<file path="config.mk">
export PLATFORM = sky130hd
export DESIGN_NAME = tsm_tap
export DESIGN_NICKNAME = d
export VERILOG_FILES = /design/src/core/tsm_tap.v
export VERILOG_INCLUDE_DIRS = /design/src /design/src/core
export SDC_FILE = /design/constraint.sdc
export NUM_CORES = 1
export LEC_CHECK = 0
export ABC_AREA = 1
export BUFFER_PORTS_ARGS = -buffer_cell sky130_fd_sc_hd__buf_2
export CORE_MARGIN = 2
export CORE_UTILIZATION = 45
export CTS_CLUSTER_SIZE = 10
export DETAILED_ROUTE_END_ITERATION = 8
export PLACE_DENSITY = 0.67
export SLEW_MARGIN = 10
export SYNTH_ARGS = -nofsm -noshare
export SYNTH_HDL_FRONTEND = slang
export SYNTH_SLANG_ARGS = --single-unit
</file>
<file path="constraint.sdc">
create_clock -name clk -period 11.3 [get_ports clk]
set_input_delay 1.13 -clock clk [delete_from_list [all_inputs] [get_ports clk]]
set_output_delay 1.13 -clock clk [all_outputs]
set_load 0.02 [all_outputs]
</file>
<file path="src/core/tsm_consts.vh">
// Purpose: Constants for the test access port controller.
// Assumes: Included by its bare name from the core design file.
// Notes:   Definitions only.
`ifndef TSM_CONSTS_VH
`define TSM_CONSTS_VH

// Instruction register width and codes.
`define TSM_IR_W        3
`define TSM_IR_EXTEST   3'h0
`define TSM_IR_SAMPLE   3'h4
`define TSM_IR_IDCODE   3'h6
`define TSM_IR_BYPASS   3'h7
`define TSM_IR_CAPTURE  3'h4

// Data register lengths.
`define TSM_BSR_LEN     98
`define TSM_ID_LEN      32

// Data register select codes.
`define TSM_SEL_BSR     2'h0
`define TSM_SEL_ID      2'h1
`define TSM_SEL_BYP     2'h2

// Value captured into the bypass bit.
`define TSM_BYP_CAPTURE 1'h0

// Number of states.
`define TSM_NSTATE      16

`endif

</file>
<file path="src/core/tsm_tap.v">
// Purpose: Boundary-scan test access port controller with instruction, bypass,
//          identification and boundary scan registers.
// Assumes: Test clock, mode select and data input are pins sampled by clk,
//          which runs well above the test clock rate.
// Notes:   Edges of the test clock are found from its filtered level, so all
//          register actions happen a few clk cycles after the pin edge.
`timescale 1ns/1ps
`include "tsm_consts.vh"

module tsm_tap #(
  // Identification value; arbitrary, bit 0 must stay one.
  parameter [`TSM_ID_LEN-1:0] ID_VALUE = 32'h0000_0001
) (
  // System clock and reset.
  input  wire                     clk,
  input  wire                     rst,
  // Test port pins.
  input  wire                     tck,
  input  wire                     tms,
  input  wire                     tdi,
  output reg                      tdo,
  output reg                      tdo_oe,
  // Boundary chain parallel side.
  input  wire [`TSM_BSR_LEN-1:0]  bsr_pin_in,
  output reg  [`TSM_BSR_LEN-1:0]  bsr_par_out,
  output wire                     test_mode,
  // Controller status.
  output reg  [`TSM_NSTATE-1:0]   tap_state,
  output reg  [`TSM_IR_W-1:0]     cur_instr
);

  // One-hot controller states.
  localparam [15:0] ST_TLR  = 16'h0001;
  localparam [15:0] ST_IDLE = 16'h0002;
  localparam [15:0] ST_SDR  = 16'h0004;
  localparam [15:0] ST_CDR  = 16'h0008;
  localparam [15:0] ST_SHDR = 16'h0010;
  localparam [15:0] ST_E1DR = 16'h0020;
  localparam [15:0] ST_PDR  = 16'h0040;
  localparam [15:0] ST_E2DR = 16'h0080;
  localparam [15:0] ST_UDR  = 16'h0100;
  localparam [15:0] ST_SIR  = 16'h0200;
  localparam [15:0] ST_CIR  = 16'h0400;
  localparam [15:0] ST_SHIR = 16'h0800;
  localparam [15:0] ST_E1IR = 16'h1000;
  localparam [15:0] ST_PIR  = 16'h2000;
  localparam [15:0] ST_E2IR = 16'h4000;
  localparam [15:0] ST_UIR  = 16'h8000;

  // Next state of the controller for one rising test clock edge.
  function [15:0] tsm_next;
    input [15:0] st;
    input        m;
    begin
      // Each state names both exits, so a missing arc stands out at a glance.
      case (st)
        ST_TLR: begin
          if (m) begin
            tsm_next = ST_TLR;
          end else begin
            tsm_next = ST_IDLE;
          end
        end
        ST_IDLE: begin
          if (m) begin
            tsm_next = ST_SDR;
          end else begin
            tsm_next = ST_IDLE;
          end
        end
        ST_SDR: begin
          if (m) begin
            tsm_next = ST_SIR;
          end else begin
            tsm_next = ST_CDR;
          end
        end
        ST_CDR: begin
          if (m) begin
            tsm_next = ST_E1DR;
          end else begin
            tsm_next = ST_SHDR;
          end
        end
        ST_SHDR: begin
          if (m) begin
            tsm_next = ST_E1DR;
          end else begin
            tsm_next = ST_SHDR;
          end
        end
        ST_E1DR: begin
          if (m) begin
            tsm_next = ST_UDR;
          end else begin
            tsm_next = ST_PDR;
          end
        end
        ST_PDR: begin
          if (m) begin
            tsm_next = ST_E2DR;
          end else begin
            tsm_next = ST_PDR;
          end
        end
        ST_E2DR: begin
          if (m) begin
            tsm_next = ST_UDR;
          end else begin
            tsm_next = ST_SHDR;
          end
        end
        ST_UDR: begin
          if (m) begin
            tsm_next = ST_SDR;
          end else begin
            tsm_next = ST_IDLE;
          end
        end
        ST_SIR: begin
          if (m) begin
            tsm_next = ST_TLR;
          end else begin
            tsm_next = ST_CIR;
          end
        end
        ST_CIR: begin
          if (m) begin
            tsm_next = ST_E1IR;
          end else begin
            tsm_next = ST_SHIR;
          end
        end
        ST_SHIR: begin
          if (m) begin
            tsm_next = ST_E1IR;
          end else begin
            tsm_next = ST_SHIR;
          end
        end
        ST_E1IR: begin
          if (m) begin
            tsm_next = ST_UIR;
          end else begin
            tsm_next = ST_PIR;
          end
        end
        ST_PIR: begin
          if (m) begin
            tsm_next = ST_E2IR;
          end else begin
            tsm_next = ST_PIR;
          end
        end
        ST_E2IR: begin
          if (m) begin
            tsm_next = ST_UIR;
          end else begin
            tsm_next = ST_SHIR;
          end
        end
        ST_UIR: begin
          if (m) begin
            tsm_next = ST_SDR;
          end else begin
            tsm_next = ST_IDLE;
          end
        end
        // A corrupted code falls back to reset rather than lock up.
        default: begin
          tsm_next = ST_TLR;
        end
      endcase
    end
  endfunction

  // Data register chosen by an instruction; unknown codes get bypass.
  function [1:0] tsm_sel;
    input [`TSM_IR_W-1:0] ins;
    begin
      case (ins)
        `TSM_IR_EXTEST: tsm_sel = `TSM_SEL_BSR;
        `TSM_IR_SAMPLE: tsm_sel = `TSM_SEL_BSR;
        `TSM_IR_IDCODE: tsm_sel = `TSM_SEL_ID;
        default:        tsm_sel = `TSM_SEL_BYP;
      endcase
    end
  endfunction

  // Pin synchronisers: three stages, stage one feeds only stage two.
  reg  [2:0] sync1;
  reg  [2:0] sync2;
  reg  [2:0] sync3;
  reg  [2:0] filt;
  reg        tck_prev;
  wire [2:0] pin_in;
  wire       tck_f;
  wire       tms_f;
  wire       tdi_f;
  wire       tck_rise;
  wire       tck_fall;

  assign pin_in = {tdi, tms, tck};

  // A level counts once the second and third stages agree.
  genvar gi;
  generate
    for (gi = 0; gi < 3; gi = gi + 1) begin : g_sync
      always @(posedge clk or posedge rst) begin
        if (rst) begin
          sync1[gi] <= 1'h0;
          sync2[gi] <= 1'h0;
          sync3[gi] <= 1'h0;
          filt[gi]  <= 1'h0;
        end else begin
          sync1[gi] <= pin_in[gi];
          sync2[gi] <= sync1[gi];
          sync3[gi] <= sync2[gi];
          if (sync2[gi] == sync3[gi]) begin
            filt[gi] <= sync3[gi];
          end
        end
      end
    end
  endgenerate

  assign tck_f = filt[0];
  assign tms_f = filt[1];
  assign tdi_f = filt[2];

  // Edge detection on the filtered test clock.
  always @(posedge clk or posedge rst) begin
    if (rst) begin
      tck_prev <= 1'h0;
    end else begin
      tck_prev <= tck_f;
    end
  end

  assign tck_rise = tck_f & ~tck_prev;
  assign tck_fall = ~tck_f & tck_prev;

  // Controller state; reset lands in test-logic-reset.
  always @(posedge clk or posedge rst) begin
    if (rst) begin
      tap_state <= ST_TLR;
    end else if (tck_rise) begin
      tap_state <= tsm_next(tap_state, tms_f);
    end
  end

  // Shift registers of the instruction and data paths.
  reg  [`TSM_IR_W-1:0]    ir_sh;
  reg  [`TSM_BSR_LEN-1:0] bsr_sh;
  reg  [`TSM_ID_LEN-1:0]  id_sh;
  reg                     byp;
  wire [1:0]              sel;

  assign sel = tsm_sel(cur_instr);

  // Instruction shifter: fixed capture, LSB nearest TDO.
  always @(posedge clk or posedge rst) begin
    if (rst) begin
      ir_sh <= `TSM_IR_CAPTURE;
    end else if (tck_rise) begin
      if (tap_state == ST_CIR) begin
        ir_sh <= `TSM_IR_CAPTURE;
      end else if (tap_state == ST_SHIR) begin
        ir_sh <= {tdi_f, ir_sh[`TSM_IR_W-1:1]};
      end
    end
  end

  // Data shifters; only the selected one moves, the rest hold.
  always @(posedge clk or posedge rst) begin
    if (rst) begin
      bsr_sh <= {`TSM_BSR_LEN{1'h0}};
      id_sh  <= {`TSM_ID_LEN{1'h0}};
      byp    <= `TSM_BYP_CAPTURE;
    end else if (tck_rise) begin
      if (tap_state == ST_CDR) begin
        case (sel)
          `TSM_SEL_BSR: bsr_sh <= bsr_pin_in;
          `TSM_SEL_ID:  id_sh  <= ID_VALUE;
          default:      byp    <= `TSM_BYP_CAPTURE;
        endcase
      end else if (tap_state == ST_SHDR) begin
        case (sel)
          `TSM_SEL_BSR: bsr_sh <= {tdi_f, bsr_sh[`TSM_BSR_LEN-1:1]};
          `TSM_SEL_ID:  id_sh  <= {tdi_f, id_sh[`TSM_ID_LEN-1:1]};
          default:      byp    <= tdi_f;
        endcase
      end
      // Every other state leaves the shifters alone.
    end
  end

  // Current instruction for the next clk; the reset state wins over an update.
  reg [`TSM_IR_W-1:0] next_instr;
  reg                 ext_mode;

  always @* begin
    next_instr = cur_instr;
    if (tap_state == ST_TLR) begin
      next_instr = `TSM_IR_IDCODE;
    end else if (tck_fall && tap_state == ST_UIR) begin
      next_instr = ir_sh;
    end
  end

  // Falling-edge updates: boundary latch, current instruction and test mode.
  always @(posedge clk or posedge rst) begin
    if (rst) begin
      bsr_par_out <= {`TSM_BSR_LEN{1'h0}};
      cur_instr   <= `TSM_IR_IDCODE;
      ext_mode    <= 1'h0;
    end else begin
      cur_instr <= next_instr;
      // Taken from the next instruction, so the mode never lags cur_instr.
      ext_mode  <= (next_instr == `TSM_IR_EXTEST);
      if (tck_fall && tap_state == ST_UDR && sel == `TSM_SEL_BSR) begin
        bsr_par_out <= bsr_sh;
      end
    end
  end

  // Pins follow the latch only under external test; sample keeps the normal path.
  assign test_mode = ext_mode;

  // Serial output: changes on the falling edge, driven in shift states.
  reg next_tdo;

  always @* begin
    next_tdo = ir_sh[0];
    if (tap_state == ST_SHDR) begin
      case (sel)
        `TSM_SEL_BSR: next_tdo = bsr_sh[0];
        `TSM_SEL_ID:  next_tdo = id_sh[0];
        default:      next_tdo = byp;
      endcase
    end
  end

  // Enable drops on the first falling edge after the state leaves shifting, so no stray drive.
  always @(posedge clk or posedge rst) begin
    if (rst) begin
      tdo    <= 1'h0;
      tdo_oe <= 1'h0;
    end else if (tck_fall) begin
      tdo    <= next_tdo;
      tdo_oe <= (tap_state == ST_SHDR) || (tap_state == ST_SHIR);
    end
  end

endmodule // tsm_tap

</file>
# After elaboration in Yosys (flattened, before gate mapping)
# Cells that the tools add are included.
# word_totals
input_bits,103
regBits,267
out_inout_bits,120
elab_cells,101
# op_classes
n_eq_ne,24
reduce_logical,18
bitwise,4
n_mux,32
# op_table
operator,count
$mux 98,4
$pmux 16 s12,1
$mux 32,4
$mux 16,2
$mux 9,2
$eq 16x1->1 const B,1
$eq 16x10->1 const B,1
$eq 16x11->1 const B,1
$eq 16x12->1 const B,1
$eq 16x13->1 const B,1
$eq 16x14->1 const B,1
$eq 16x15->1 const B,1
$eq 16x16->1 const B,1
$eq 16x2->1 const B,1
$eq 16x3->1 const B,1
$eq 16x4->1 const B,1
$eq 16x5->1 const B,1
$eq 16x6->1 const B,1
$eq 16x7->1 const B,1
$eq 16x8->1 const B,1
$eq 16x9->1 const B,1
$mux 15,1
$mux 3,5
$mux 13,1
other kinds (24),42

# Depth between registers and ports, before layout
# logic_depth
depth_word,8
depth_mapped,11
depth_no_buf,11

# Worst setup path after synthesis
# Ideal clock, no wire load.
# synth_path
path_kind,register to register
startpoint,reg tap_state[10]
endpoint,reg bsr_sh[2]
t_required_ns,11.170
setup_time_ns,0.130
n_path_buf,2
period_less_slack_ns,1.769
setup_slack_ns,9.531
arrival_ns,1.639
path_stages_with_launch,11
path_cell_list,dfrtp_1 -> nor2_2 -> nand2_4 -> nor2_8 -> nand3_4 -> nand2_4 -> nand3_4 -> buf_2 -> buf_2 -> nand2_1 -> o21ai_1
# synth_between
elab_chain_len,3
word_cells_on_any_way,5
cone_classes,eq/ne: 2; mux: 1; reduce/logical: 2
# synth_lines
element,line_no,source
"start, declared",tsm_tap.v:28,"output reg [`TSM_NSTATE-1:0] tap_state,"
"start signal, assigned",tsm_tap.v:248,"tap_state <= tsm_next(tap_state, tms_f);"
$eq 16x4->1 or $eq 16x5->1 (tied branches),"tsm_tap.v:281, tsm_tap.v:287",
$reduce_bool 2->1 (no source line),--,
$reduce_and 3->1 (no source line),--,
"end signal, assigned",tsm_tap.v:277,bsr_sh <= {`TSM_BSR_LEN{1'h0}};
"end signal, assigned",tsm_tap.v:283,`TSM_SEL_BSR: bsr_sh <= bsr_pin_in;
"end signal, assigned",tsm_tap.v:289,"`TSM_SEL_BSR: bsr_sh <= {tdi_f, bsr_sh[`TSM_BSR_LEN-1:1]};"
"end, declared",tsm_tap.v:254,reg [`TSM_BSR_LEN-1:0] bsr_sh;
# Parallel ways exist; a longest one is shown, timed or not.
# A chain may end at the register's enable or synchronous reset.

# Worst setup path after layout
# layout_path
startpoint,reg tap_state[0]
endpoint,reg bsr_sh[88]
# Same word-level chain as after synthesis.

==> results.txt <==
Pint - 1.521 mW
net count after synthesis - 1,418
CP max-delay cell - buf_4
CTS root buf - clkbuf_16
Bufs and invs on worst path - 3
fin cells - 1,853
CTS tree - built
Final Util - 0.5387
gr ovfl total - 0
Inserted Clock Buffers - 31
Clk pwr share - 0.439
clk sinks - 267
initial drt markers - 625
Routability Congestion - 0.9008
DRC viols - 0
Final Max Slew Viols - 0
Clock transition at path regs - 60 ps
#FFs+latches synth - 267
worst-path fanout max - 80
Cell Area, Synth - 11,420 um2
routed length per instance - 13.97 um
Reg2Reg Depth - 9
total track usage - 0.1982
Synth area leader - dfrtp_1
crit end category - flip-flop
sw frac - 0.2389
first-pass GRT wire length - 43.41 mm
critical path startpoint category - flip-flop
setup bufs post-CTS - 0
Finished Cell Area - 13,490 um2
# resized after CTS - 0
sequential group share of total power - 0.489
Nets - 1,606
Post-Syn Instances - 1,315
dpl cell area - 12,610 um2
Die ar. - 26,670 um2
leakage - 7.504 nW
layout cell share with drive strength beyond 1 - 0.1896
outcome - completed
Site Rows - 58
post-synthesis sequential area ratio - 0.5856
crit path cell chain - nor2_2 > inv_1 > nor2_1 > nand3_4 > buf_4 > buf_4 > nand2_1 > o21ai_1 > o21ai_1
worst r2r dst - bsr_sh[88]
via count - 8,986
clk_skew - 8.357 ps
reg2reg start - tap_state[0]
Hold Startpoint - sync1[1]
Comb pwr share - 0.072
TritonRoute pass-1 iters - 5
Slew headroom - 0.2821
cell family with most CP delay - buffers and inverters
CP Data Required Time - 11,680 ps
Worst path depth - 9
f_max - 0.2974 GHz
dpl cells - 1,800
Die H - 163.3 um
I/O Buffers - 222
worst hold path cell count - 0
number of max-cap violations - 0
library cells used by synthesis - 33
initial antenna violation count - 5
Syn. warnings - 0
min cycle time layout - 3363 ps
Min-Delay Endpoint - sync2[1]
top post-synthesis cells by area - dfrtp_1, nand2_1, o21ai_1, o21ai_0, inv_1
vias in the first global route - 8,766
Initial Utilization - 0.4561
RSZ-0062 raised after global routing - no
PwrDens - 148.2 nW/um2
net switching power - 0.4776 mW
hold crit path type - reg -> reg
worst skew pair latency - 530 ps
WL final - 25.88 mm
Die X - 163.3 um
largest stage delay on the critical path - 700 ps
VDD IR-drop max - 0.1120 mV
Post-DRT Antenna Nets - 0
Final setup viols - 0
I/O pin total - 223
Layout area overhead - 18.12%
final hold vios - 0
H-tree levels - 1
Core Box Area - 25,040 um2
maximum number of pins on one net before global-route repair - 124
Worst EP arrival - 3740 ps
WS Path Type - reg -> reg
hold_buf cts - 0
Register-to-Register Setup Slack - 7940 ps
clock buffer depth - 3
HPWL Detailed - 17.20 mm
Slew @ Worst Pin - 1076 ps
syn avg cell area - 8.683 um2
Tcrit/Tclk final - 0.2976
setup TNS - 0 ps
Yosys top cell area share - 0.5764
vias per inst - 4.849
-- logic make-up after synthesis --
group	after synthesis	share of synthesized area
AOI/OAI and AO/OA	359	0.1595
DFF	267	0.5856
muxes	1	0.0009861
buffers and inverters	208	0.07955
and+or+nand+nor	477	0.1717
adders and majority gates	3	0.002630
-- power by group through the flow --
stage	combinational (mW)	sequential, mW	clock, mW
floorplan	0.0900	1.00	0
global placement	0.143	0.994	0
detailed placement	0.144	0.995	0
CTS	0.144	0.978	0.901
global route	0.162	0.979	0.944
finish	0.143	0.978	0.878
-- registers in the layout, summed over array words and instances (netlist names) --
name,cells
tck_prev,1
test_mode,1
bsr_par_out,98
id_sh,32
byp,1
tms_f,1
bsr_sh,98
cur_instr,3
tck_f,1
sync3,3
tdo,1
ir_sh,3
tdo_oe,1
sync2,3
sync1,3
tdi_f,1
tap_state,16
-- worst max-delay path by stage --
| stage | start | endpoint | slack [ps] |
|---|---|---|---|
| floorplan | rst | bsr_par_out[0] | 2820 |
| global placement | tap_state[0] | bsr_sh[96] | 7790 |
| detailed placement | tap_state[0] | bsr_sh[94] | 7710 |
| CTS | tap_state[0] | bsr_sh[93] | 7690 |
| global route | tap_state[4] | bsr_sh[88] | 7540 |
| finish | tap_state[0] | bsr_sh[88] | 7940 |
-- per-layer routing --
metal,vias up,part of all wire,global-route usage
met4,2,0.017,0.04143
met2,200,0.47,0.3259
met3,40,0.064,0.04571
li1,4598,-,-
met5,-,0.00050,0
met1,4146,0.45,0.2702
-- cell usage after synthesis (all sizes together) --
cell type	n
clkbuf	34
inv	132
mux2	1
o22ai	9
maj3	3
nand2	411
buf	41
clkinv	1
dfrtp	263
o21ai	338
nor2	42
o211ai	3
and3	1
nor3	1
a21oi	5
nand3	16
a31oi	3
nand3b	1
nand4	5
o21a	1
dfstp	4
-- placed cells by master (no fill, tap or decap), drive strengths merged --
| cell | count |
|---|---|
| and3 | 1 |
| o21a | 1 |
| clkbuf | 48 |
| nand3 | 16 |
| diode | 4 |
| mux2 | 1 |
| dfstp | 4 |
| dfrtp | 263 |
| nand3b | 1 |
| o21ai | 338 |
| buf | 230 |
| maj3 | 3 |
| inv | 132 |
| nor3 | 1 |
| a31oi | 3 |
| clkinv | 2 |
| nor2 | 42 |
| nand4 | 5 |
| a21oi | 5 |
| o22ai | 9 |
| o211ai | 3 |
| nand2 | 411 |
-- cell type report --
cell class                      count  area, um2
Antenna cell                        4      10.01
Clock buffer                       48      859.6
Clock inverter                      1      5.005
Fill cell                        2361      11550
Inverter                          133      506.7
Multi-Input combinational cell    840       3832
Sequential cell                   267       6686
Tap cell                          330      412.9
Timing Repair Buffer              230       1175
-- worst register-to-register path, stage by stage, from the launching register on --
cell and delay, ps:
dfstp_2 570, nor2_2 60, inv_1 50, nor2_1 80, nand3_4 610, buf_4 730
buf_4 730, nand2_1 190, o21ai_1 120, o21ai_1 90
-- metrics by stage --
stage | hold WS, ps | setup WS (ps) | power [mW]
floorplan | 331.2 | 2823 | 1.091
global placement | 333.4 | 7785 | 1.137
detailed placement | 336.3 | 7705 | 1.139
CTS | 346.5 | 7686 | 2.023
global route | 353.2 | 7541 | 2.085
finish | 343.1 | 7937 | 1.999
Note: power is estimated with default switching activity, not from simulation.
